## src/hdl/picture_adjust_pkg.sv

```systemverilog
// Register map, field widths and arithmetic constants of the picture regs.
package picture_adjust_pkg;

   // Register indices; the APB byte address is four times the index.
   localparam logic [7:0] IDX_VOFS_LO = 8'h22;
   localparam logic [7:0] IDX_VOFS_HI = 8'h23;
   localparam logic [7:0] IDX_HSCL_LO = 8'h24;
   localparam logic [7:0] IDX_HSCL_HI = 8'h25;
   localparam logic [7:0] IDX_GAIN_LO = 8'h26;
   localparam logic [7:0] IDX_GAIN_HI = 8'h27;
   localparam logic [7:0] IDX_BOFS_LO = 8'h28;
   localparam logic [7:0] IDX_BOFS_HI = 8'h29;
   localparam logic [7:0] IDX_PEAK_LO = 8'h2A;
   localparam logic [7:0] IDX_PEAK_HI = 8'h2B;
   localparam logic [7:0] IDX_VFILT_LO = 8'h2C;
   localparam logic [7:0] IDX_VFILT_HI = 8'h2D;
   localparam int ADDR_SHIFT = 2;

   localparam int APB_AW = 8;
   localparam int APB_DW = 32;
   localparam int BYTE_W = 8;
   localparam int PIX_W = 8;

   // Field widths.
   localparam int VOFS_W = 10;
   localparam int HSCL_W = 9;
   localparam int GAIN_W = 6;
   localparam int BOFS_W = 8;
   localparam int PEAK_W = 5;
   localparam int VFILT_W = 5;
   localparam int PHASE_W = 10;

   // Reset values.
   localparam logic [VOFS_W-1:0] VOFS_RST = 10'h000;
   localparam logic [HSCL_W-1:0] HSCL_RST = 9'h000;
   localparam logic [GAIN_W-1:0] GAIN_RST = 6'h20;
   localparam logic [BOFS_W-1:0] BOFS_RST = 8'h00;
   localparam logic [PEAK_W-1:0] PEAK_RST = 5'h10;
   localparam logic [VFILT_W-1:0] VFILT_RST = 5'h00;

   // Implied denominators as shift counts and unity terms.
   localparam int HSCL_DEN_SH = 7;
   localparam int GAIN_DEN_SH = 5;
   localparam int PEAK_DEN_SH = 4;
   localparam int VFILT_DEN_SH = 6;
   localparam logic [5:0] VFILT_CUR_UNITY = 6'h20;
   localparam logic [PHASE_W-1:0] HSCL_UNITY = 10'h080;
   localparam logic [7:0] PIX_MAX = 8'hFF;

endpackage

```

## src/hdl/output_picture_adjust_regs.sv

```systemverilog
// Output picture adjust registers with APB slave and luma/scan datapath.
`timescale 1ns/1ps
module output_picture_adjust_regs
   import picture_adjust_pkg::*;
(
   input wire logic CLK_SYS_I,
   input wire logic RST_N_I,
   input wire logic PSEL_I,
   input wire logic PENABLE_I,
   input wire logic PWRITE_I,
   input wire logic [APB_AW-1:0] PADDR_I,
   input wire logic [APB_DW-1:0] PWDATA_I,
   output logic [APB_DW-1:0] PRDATA_O,
   output logic PREADY_O,
   output logic PSLVERR_O,
   input wire logic FIELD_START_I,
   input wire logic LINE_START_I,
   output logic ACTIVE_START_O,
   output logic ACTIVE_LINE_O,
   output logic [VOFS_W-1:0] LINE_COUNT_O,
   input wire logic PIX_VALID_I,
   input wire logic [PIX_W-1:0] LINE_ABOVE_I,
   input wire logic [PIX_W-1:0] LINE_CUR_I,
   input wire logic [PIX_W-1:0] LINE_BELOW_I,
   output logic PIX_VALID_O,
   output logic [PIX_W-1:0] LUMA_O,
   input wire logic HSCALE_IN_I,
   output logic HSCALE_READY_O,
   output logic HSCALE_EMIT_O
);

   // Byte address of a register index.
   function automatic logic [APB_AW-1:0] reg_addr(input logic [7:0] idx);
      reg_addr = APB_AW'({idx, 2'b00});
   endfunction

   // Saturates a signed intermediate to the pixel range.
   function automatic logic [PIX_W-1:0] clamp_pixel(
      input logic signed [16:0] v);
      if (v < 17'sd0) begin
         clamp_pixel = '0;
      end else if (v > $signed({9'h000, PIX_MAX})) begin
         clamp_pixel = PIX_MAX;
      end else begin
         clamp_pixel = v[PIX_W-1:0];
      end
   endfunction

   logic [VOFS_W-1:0] output_vertical_offset;
   logic [HSCL_W-1:0] horiz_scale_coeff;
   logic [GAIN_W-1:0] contrast_gain;
   logic [BOFS_W-1:0] brightness_offset;
   logic [PEAK_W-1:0] peaking_gain;
   logic [VFILT_W-1:0] vertical_filter_coeff;

   // APB decode.
   wire setup_phase = PSEL_I && !PENABLE_I;
   wire access_phase = PSEL_I && PENABLE_I;
   wire wr_en = access_phase && PWRITE_I;
   wire [BYTE_W-1:0] wbyte = PWDATA_I[BYTE_W-1:0];
   wire hit_vofs_lo = PADDR_I == reg_addr(IDX_VOFS_LO);
   wire hit_vofs_hi = PADDR_I == reg_addr(IDX_VOFS_HI);
   wire hit_hscl_lo = PADDR_I == reg_addr(IDX_HSCL_LO);
   wire hit_hscl_hi = PADDR_I == reg_addr(IDX_HSCL_HI);
   wire hit_gain_lo = PADDR_I == reg_addr(IDX_GAIN_LO);
   wire hit_gain_hi = PADDR_I == reg_addr(IDX_GAIN_HI);
   wire hit_bofs_lo = PADDR_I == reg_addr(IDX_BOFS_LO);
   wire hit_bofs_hi = PADDR_I == reg_addr(IDX_BOFS_HI);
   wire hit_peak_lo = PADDR_I == reg_addr(IDX_PEAK_LO);
   wire hit_peak_hi = PADDR_I == reg_addr(IDX_PEAK_HI);
   wire hit_vfilt_lo = PADDR_I == reg_addr(IDX_VFILT_LO);
   wire hit_vfilt_hi = PADDR_I == reg_addr(IDX_VFILT_HI);
   // A word outside the map answers with an error and reads zero.
   wire hit_any = hit_vofs_lo || hit_vofs_hi ||
      hit_hscl_lo || hit_hscl_hi ||
      hit_gain_lo || hit_gain_hi ||
      hit_bofs_lo || hit_bofs_hi ||
      hit_peak_lo || hit_peak_hi ||
      hit_vfilt_lo || hit_vfilt_hi;

   logic [BYTE_W-1:0] rd_byte;
   logic rd_err;

   // High bytes without a field and unused upper bits read back as zero.
   always_comb begin
      rd_byte = '0;
      if (hit_vofs_lo) begin
         rd_byte = output_vertical_offset[BYTE_W-1:0];
      end else if (hit_vofs_hi) begin
         rd_byte = BYTE_W'(output_vertical_offset[VOFS_W-1:BYTE_W]);
      end else if (hit_hscl_lo) begin
         rd_byte = horiz_scale_coeff[BYTE_W-1:0];
      end else if (hit_hscl_hi) begin
         rd_byte = BYTE_W'(horiz_scale_coeff[HSCL_W-1:BYTE_W]);
      end else if (hit_gain_lo) begin
         rd_byte = BYTE_W'(contrast_gain);
      end else if (hit_bofs_lo) begin
         rd_byte = brightness_offset;
      end else if (hit_peak_lo) begin
         rd_byte = BYTE_W'(peaking_gain);
      end else if (hit_vfilt_lo) begin
         rd_byte = BYTE_W'(vertical_filter_coeff);
      end
   end

   // Every access completes in its first access cycle.
   assign rd_err = !hit_any;
   assign PREADY_O = 1'b1;
   assign PSLVERR_O = access_phase && rd_err;

   // Read data is captured during setup so it stands from a flip-flop.
   always_ff @(posedge CLK_SYS_I or negedge RST_N_I) begin
      if (!RST_N_I) begin
         PRDATA_O <= '0;
      end else if (setup_phase && !PWRITE_I) begin
         PRDATA_O <= APB_DW'(rd_byte);
      end
   end

   // Per-register write strobes. High bytes without a field have none, so
   // a value written there is dropped.
   wire wr_vofs_lo = wr_en && hit_vofs_lo;
   wire wr_vofs_hi = wr_en && hit_vofs_hi;
   wire wr_hscl_lo = wr_en && hit_hscl_lo;
   wire wr_hscl_hi = wr_en && hit_hscl_hi;
   wire wr_gain_lo = wr_en && hit_gain_lo;
   wire wr_bofs_lo = wr_en && hit_bofs_lo;
   wire wr_peak_lo = wr_en && hit_peak_lo;
   wire wr_vfilt_lo = wr_en && hit_vfilt_lo;

   // The offset halves are written independently, each at its own edge.
   always_ff @(posedge CLK_SYS_I or negedge RST_N_I) begin
      if (!RST_N_I) begin
         output_vertical_offset <= VOFS_RST;
      end else if (wr_vofs_lo) begin
         output_vertical_offset[BYTE_W-1:0] <= wbyte;
      end else if (wr_vofs_hi) begin
         output_vertical_offset[VOFS_W-1:BYTE_W] <=
            wbyte[VOFS_W-BYTE_W-1:0];
      end
   end

   // The scale halves are written independently as well.
   always_ff @(posedge CLK_SYS_I or negedge RST_N_I) begin
      if (!RST_N_I) begin
         horiz_scale_coeff <= HSCL_RST;
      end else if (wr_hscl_lo) begin
         horiz_scale_coeff[BYTE_W-1:0] <= wbyte;
      end else if (wr_hscl_hi) begin
         horiz_scale_coeff[HSCL_W-1:BYTE_W] <=
            wbyte[HSCL_W-BYTE_W-1:0];
      end
   end

   // Contrast keeps only its six field bits.
   always_ff @(posedge CLK_SYS_I or negedge RST_N_I) begin
      if (!RST_N_I) begin
         contrast_gain <= GAIN_RST;
      end else if (wr_gain_lo) begin
         contrast_gain <= wbyte[GAIN_W-1:0];
      end
   end

   // Brightness uses the whole byte as a signed value.
   always_ff @(posedge CLK_SYS_I or negedge RST_N_I) begin
      if (!RST_N_I) begin
         brightness_offset <= BOFS_RST;
      end else if (wr_bofs_lo) begin
         brightness_offset <= wbyte;
      end
   end

   // Sharpness keeps only its five field bits.
   always_ff @(posedge CLK_SYS_I or negedge RST_N_I) begin
      if (!RST_N_I) begin
         peaking_gain <= PEAK_RST;
      end else if (wr_peak_lo) begin
         peaking_gain <= wbyte[PEAK_W-1:0];
      end
   end

   // The filter coefficient is stored as written, large values included.
   always_ff @(posedge CLK_SYS_I or negedge RST_N_I) begin
      if (!RST_N_I) begin
         vertical_filter_coeff <= VFILT_RST;
      end else if (wr_vfilt_lo) begin
         vertical_filter_coeff <= wbyte[VFILT_W-1:0];
      end
   end

   // Output line placement; the field start pulse marks line zero,
   // the first line of the equalization pulses. The count saturates so
   // that a missing field start cannot wrap it back onto the offset.
   logic [VOFS_W-1:0] line_count;
   logic [VOFS_W-1:0] next_line_count;
   wire line_at_max = &line_count;

   always_comb begin
      next_line_count = line_count;
      if (FIELD_START_I) begin
         next_line_count = '0;
      end else if (LINE_START_I && !line_at_max) begin
         next_line_count = line_count + VOFS_W'(1);
      end
   end

   wire line_event = FIELD_START_I || LINE_START_I;
   wire offset_reached = line_event &&
      (next_line_count == output_vertical_offset);

   always_ff @(posedge CLK_SYS_I or negedge RST_N_I) begin
      if (!RST_N_I) begin
         line_count <= '0;
         ACTIVE_START_O <= 1'b0;
         ACTIVE_LINE_O <= 1'b0;
      end else begin
         line_count <= next_line_count;
         ACTIVE_START_O <= offset_reached;
         if (offset_reached) begin
            ACTIVE_LINE_O <= 1'b1;
         end else if (FIELD_START_I) begin
            ACTIVE_LINE_O <= 1'b0;
         end
      end
   end

   assign LINE_COUNT_O = line_count;

   // Horizontal scaler timing: each input pixel adds 128 + n to the phase
   // and each output pixel takes 128 back, giving (1 + n/128) outputs per
   // input. The input is held off while output pixels remain owed.
   // The phase never exceeds 127 + 128 + 511, well inside its width.
   logic [PHASE_W-1:0] scale_phase;
   logic [PHASE_W-1:0] next_scale_phase;
   wire phase_owed = scale_phase >= HSCL_UNITY;
   wire scale_take = HSCALE_IN_I && !phase_owed;

   always_comb begin
      next_scale_phase = scale_phase;
      if (phase_owed) begin
         next_scale_phase = scale_phase - HSCL_UNITY;
      end else if (scale_take) begin
         next_scale_phase = scale_phase + HSCL_UNITY +
            PHASE_W'(horiz_scale_coeff);
      end
   end

   assign HSCALE_READY_O = !phase_owed;

   always_ff @(posedge CLK_SYS_I or negedge RST_N_I) begin
      if (!RST_N_I) begin
         scale_phase <= '0;
         HSCALE_EMIT_O <= 1'b0;
      end else begin
         scale_phase <= next_scale_phase;
         HSCALE_EMIT_O <= phase_owed;
      end
   end

   // Stage 1: three-line flicker filter over 64ths. The centre weight is
   // twice (32 - coeff); large coefficients are used as written.
   // Coefficients up to 31 keep the centre weight at one or more, so the
   // weight never wraps.
   wire [5:0] coeff_ext = 6'(vertical_filter_coeff);
   wire [5:0] cur_weight = VFILT_CUR_UNITY - coeff_ext;
   // The outer taps share one weight, so they are summed first.
   wire [PIX_W:0] outer_sum = (PIX_W+1)'(LINE_ABOVE_I) +
      (PIX_W+1)'(LINE_BELOW_I);
   wire [16:0] filt_num = 17'(outer_sum) * 17'(coeff_ext) +
      ((17'(LINE_CUR_I) * 17'(cur_weight)) << 1);
   wire [16:0] filt_res = filt_num >> VFILT_DEN_SH;

   logic [PIX_W-1:0] filt1;
   logic [PIX_W-1:0] cur1;
   logic valid1;

   always_ff @(posedge CLK_SYS_I or negedge RST_N_I) begin
      if (!RST_N_I) begin
         filt1 <= '0;
         cur1 <= '0;
         valid1 <= 1'b0;
      end else begin
         filt1 <= clamp_pixel($signed(filt_res));
         cur1 <= LINE_CUR_I;
         valid1 <= PIX_VALID_I;
      end
   end

   // Stage 2: peaking restores the detail the filter took away, scaled by
   // sharpness over 16, so the filter coefficient sets the impulse shape.
   wire signed [16:0] detail = 17'(cur1) - 17'(filt1);
   wire signed [16:0] peak_prod = detail * $signed(17'(peaking_gain));
   // A negative detail term rounds down through the arithmetic shift.
   wire signed [16:0] peak_term = peak_prod >>> PEAK_DEN_SH;
   wire signed [16:0] sharp_sum = 17'(filt1) + peak_term;

   logic [PIX_W-1:0] sharp2;
   logic valid2;

   always_ff @(posedge CLK_SYS_I or negedge RST_N_I) begin
      if (!RST_N_I) begin
         sharp2 <= '0;
         valid2 <= 1'b0;
      end else begin
         sharp2 <= clamp_pixel(sharp_sum);
         valid2 <= valid1;
      end
   end

   // Stage 3: luma encoder gain over 32, then the signed offset.
   wire [16:0] gain_prod = 17'(sharp2) * 17'(contrast_gain);
   wire [16:0] gain_res = gain_prod >> GAIN_DEN_SH;
   // The offset is sign extended before the sum so that a negative value
   // darkens the picture; only the final result is clamped.
   wire signed [16:0] bright_ext = 17'($signed(brightness_offset));
   wire signed [16:0] luma_sum = $signed(gain_res) + bright_ext;

   always_ff @(posedge CLK_SYS_I or negedge RST_N_I) begin
      if (!RST_N_I) begin
         LUMA_O <= '0;
         PIX_VALID_O <= 1'b0;
      end else begin
         LUMA_O <= clamp_pixel(luma_sum);
         PIX_VALID_O <= valid2;
      end
   end

   // Offset limits per standard are left to software.

endmodule

```

## config.mk

```make
export PLATFORM = sky130hd
export DESIGN_NAME = output_picture_adjust_regs
export DESIGN_NICKNAME = d
export VERILOG_FILES = /design/src/hdl/picture_adjust_pkg.sv /design/src/hdl/output_picture_adjust_regs.sv
export SDC_FILE = /design/constraint.sdc
export NUM_CORES = 1
export LEC_CHECK = 0
export ABC_AREA = 1
export BUFFER_PORTS_ARGS = -buffer_cell sky130_fd_sc_hd__buf_4
export CORE_UTILIZATION = 55
export DETAILED_ROUTE_END_ITERATION = 6
export GPL_TIMING_DRIVEN = 1
export PLACE_DENSITY = 0.75
export SKIP_LAST_GASP = 1
export SLEW_MARGIN = 25
export SYNTH_ARGS = -nofsm -noshare
export SYNTH_HDL_FRONTEND = slang
export SYNTH_SLANG_ARGS = --single-unit
export TNS_END_PERCENT = 50
```

## constraint.sdc

```tcl
create_clock -name CLK_SYS_I -period 15.61 [get_ports CLK_SYS_I]
set_input_delay 0.7805 -clock CLK_SYS_I [delete_from_list [all_inputs] [get_ports CLK_SYS_I]]
set_output_delay 0.7805 -clock CLK_SYS_I [all_outputs]
set_load 0.005 [all_outputs]
```

==> key figures <==
Yosys
  • Synth area leader: dfrtp_1
  • Post-synth EDFFs: 0
  • Complex-gate fraction of the synthesized area: 8.61%
  • Yosys top cell area share: 20.4%
  • Synth Area in Simple Gates: 23.2%
  • Synth top area cells: dfrtp_1 20%, fa_1 17%, ha_1 13%
  • Adder-Cell Fraction of Synth Area: 30.4%
  • Syn Std Cell Area: 13200 sq um
  • Top post-synthesis cells by count: 429 x nand2_1, 373 x inv_1, 139 x ha_1
  • #FFs+latches synth: 109
  • Most used DFF post-synth: dfrtp_1
  • Ys async rst share: 100%
  • Most common cell in the netlist: nand2_1
  • Distinct cells, synth: 50
  • Mux cell area share after synthesis: 0%
  • Xor/xnor share of the synthesized area: 3.92%
  • Syn Area/Cell: 7.45 sq um
  • Sequential share of the synthesized area: 20.8%
  • Post-synthesis cell count: 1766
  • Largest family of logic cells by synthesized area: adder cells
  • Yosys Warn Count: 0

Placed design
  • GPL Wtd Cong: 0.923
  • Quantity of I/O buffers inserted on ports: 80
  • Post-DP HPWL: 24800 um
  • Dpl cells: 2145

GRT
  • Initial antenna violation count: 0
  • Number of global-route vias before repair: 10683
  • Overflow after GRT: 0
  • Pin count of the biggest net entering global routing: 76
  • Met3 usage: 2.96%
  • Gr busiest metal: met2
  • Met1 usage: 34.5%
  • Gr usage total: 25.7%
  • Met2 Use GR: 44.0%
  • First-pass GRT wire length: 50200 um

Layout
  • Final #Nets: 2163
  • Finished Layout Cells: 2162
  • Area grow syn2layout: 8.80%
  • Antenna cells: 0
  • Final core utilization: 61.0%
  • Fill count: 2135
  • Share of cells above drive strength 1: 8.46%

Detailed routing
  • Via-per-instance ratio: 5.17
  • Routed WL per cell: 13.8 um
  • Drt pass-1 iters: 5
  • DR vias: 11167
  • DRC viols: 0
  • Routed wire length: 29800 um
  • Final antenna-violating net count: 0
  • Initial DRC count: 683

Power and ir drop
  • Clock share of power: 24.0%
  • Switch share: 40.2%
  • Internal Pwr Total: 573 uW
  • Max VDD drop: 0.0000566 V
  • Combinational share of power: 38.8%
  • Power share of the sequential group: 37.2%
  • P_sw: 385 uW
  • LEAKAGE: 0.00809 uW
  • Total Power: 958 uW
  • Pwr Density: 67.0 nW/um^2

STA
  • Worst-margin pin slew: 0.714 ns
  • Fin crit period: 8.02 ns
  • Max_slew headroom: 52.3%
  • Final period util: 51.4%
  • Setup Skew: 0.0166 ns
  • Fin. max-slew vios: 0
  • RSZ-0062 raised after global routing: false
  • Final setup viols: 0
  • Max Fclk: 125 MHz
  • Final Hold Viols: 0
  • Fin Setup TNS: 0 ns
  • WHS: 0.351 ns

Status
  • Outcome: complete, no violations

Setup path
  • Setup crit end kind: flip-flop
  • Crit path max-delay cell type: dfrtp_1
  • Worst path most repeated cell: inv_1
  • CP required: 15.84 ns
  • WP buf/inv: 7
  • Max FO, Critical Path: 14
  • R2r endpoint: filt1[7]
  • Slowest cell delay on critical path: 0.74 ns
  • Crit path launch type: flip-flop
  • WS Path Type: reg2reg
  • FF-to-FF setup slack: 7.59 ns
  • Crit-path leading delay family: adder cells
  • R2r worst-path depth: 31
  • Worst r2r src: vertical_filter_coeff[0]
  • Worst path arrival time: 8.24 ns
  • Setup crit start: vertical_filter_coeff[0]

Worst hold path
  • Hold depth: 0
  • End of the worst hold path: valid2
  • Worst hold path startpoint: valid1
  • Worst hold-check path type: reg2reg

Floorplan
  • Die width: 157 um
  • Die height: 157 um
  • Initial Utilization: 56.0%
  • I/O Pins: 130
  • Core ar.: 23500 sq um
  • Rows: 56
  • Die area: 24500 sq um

CTS
  • Clock transition at path regs: 0.09 ns
  • CTS tree: yes
  • Num CTS Buffers: 9
  • Post-CTS setup buffers: 0
  • Clock sink count: 109
  • H-tree levels: 3
  • Cts hold-fix bufs: 0
  • Clock tree buffer depth: 2
  • Later-pin clock latency in the skew report: 0.37 ns
  • Post-CTS resize count: 0
  • Root Buffer: clkbuf_16

Flow run
  • Maxcap violations: 0
-- cells in the final DEF, fill, tap and decap left out, drive strengths merged --
master / count
nand3b: 10
o2111ai: 5
xnor2: 23
xor2: 35
o21ai: 88
o211ai: 2
buf: 82
dfstp: 2
nor4: 1
clkbuf: 9
clkinv: 7
o221ai: 1
ha: 139
nand2: 452
a211oi: 5
nand4: 26
a41oi: 1
dfrtp: 107
a221oi: 3
or2: 7
o22ai: 6
a21oi: 69
a31o: 1
a31oi: 12
a21o: 3
a22o: 2
conb: 25
nand3: 63
inv: 385
nor2: 140
nor3: 14
fa: 113
o21bai: 4
o31ai: 1
-- logic make-up after synthesis --
group / Yosys count
buffers and inverters: 429
and+or+nand+nor: 713
adders and majority gates: 252
other: 2
DFF: 109
xor gates and xnor gates: 58
AOI/OAI and AO/OA: 203
-- metrics by stage --
stage / cell area [sq um] / setup WS (ns)
6_report: 14300 / 7.59
5_1_grt: 14300 / 7.16
4_1_cts: 14300 / 7.66
3_5_place_dp: 14000 / 7.69
3_3_place_gp: 14000 / 7.78
2_1_floorplan: 13200 / 9.02
-- per-layer routing --
layer	share of wire, %	vias to the layer above
li1	-	5563
met4	1.9	0
met5	0	-
met1	45	5297
met2	48	275
met3	4.4	32
-- registers in the layout, summed over array words and instances, names as in the netlist --
signal,flops
LINE_COUNT_O,10
output_vertical_offset,10
scale_phase,10
horiz_scale_coeff,9
LUMA_O,8
PRDATA_O,8
brightness_offset,8
cur1,8
filt1,8
sharp2,8
contrast_gain,6
peaking_gain,5
vertical_filter_coeff,5
ACTIVE_LINE_O,1
ACTIVE_START_O,1
HSCALE_EMIT_O,1
PIX_VALID_O,1
valid1,1
valid2,1
-- worst max-delay path by stage --
stage | endpoint | depth (start not counted)
2_1_floorplan | filt1[5] | 33
3_3_place_gp | filt1[1] | 31
3_5_place_dp | filt1[7] | 31
4_1_cts | filt1[7] | 31
5_1_grt | filt1[0] | 30
6_report | filt1[7] | 31
-- layout make-up --
| class | count | area, sq um | share of cell area (%) |
|---|---|---|---|
| Clock buffer | 9 | 225 | 1.57 |
| Tap cell | 319 | 399 | 2.79 |
| Sequential cell | 109 | 2730 | 19.1 |
| Multi-Input combinational cell | 1251 | 8800 | 61.5 |
| Timing Repair Buffer | 82 | 636 | 4.44 |
| Inverter | 385 | 1450 | 10.1 |
| Clock inverter | 7 | 73.8 | 0.516 |
-- power by group through the flow --
stage          logic [uW]  registers (uW)  clock network, uW
2_1_floorplan         269             347                  0
3_3_place_gp          361             359                  0
6_report              372             357                230
4_1_cts               373             355                233
3_5_place_dp          371             361                  0
5_1_grt               428             360                245
No activity file was read; power rests on OpenSTA's default activity.
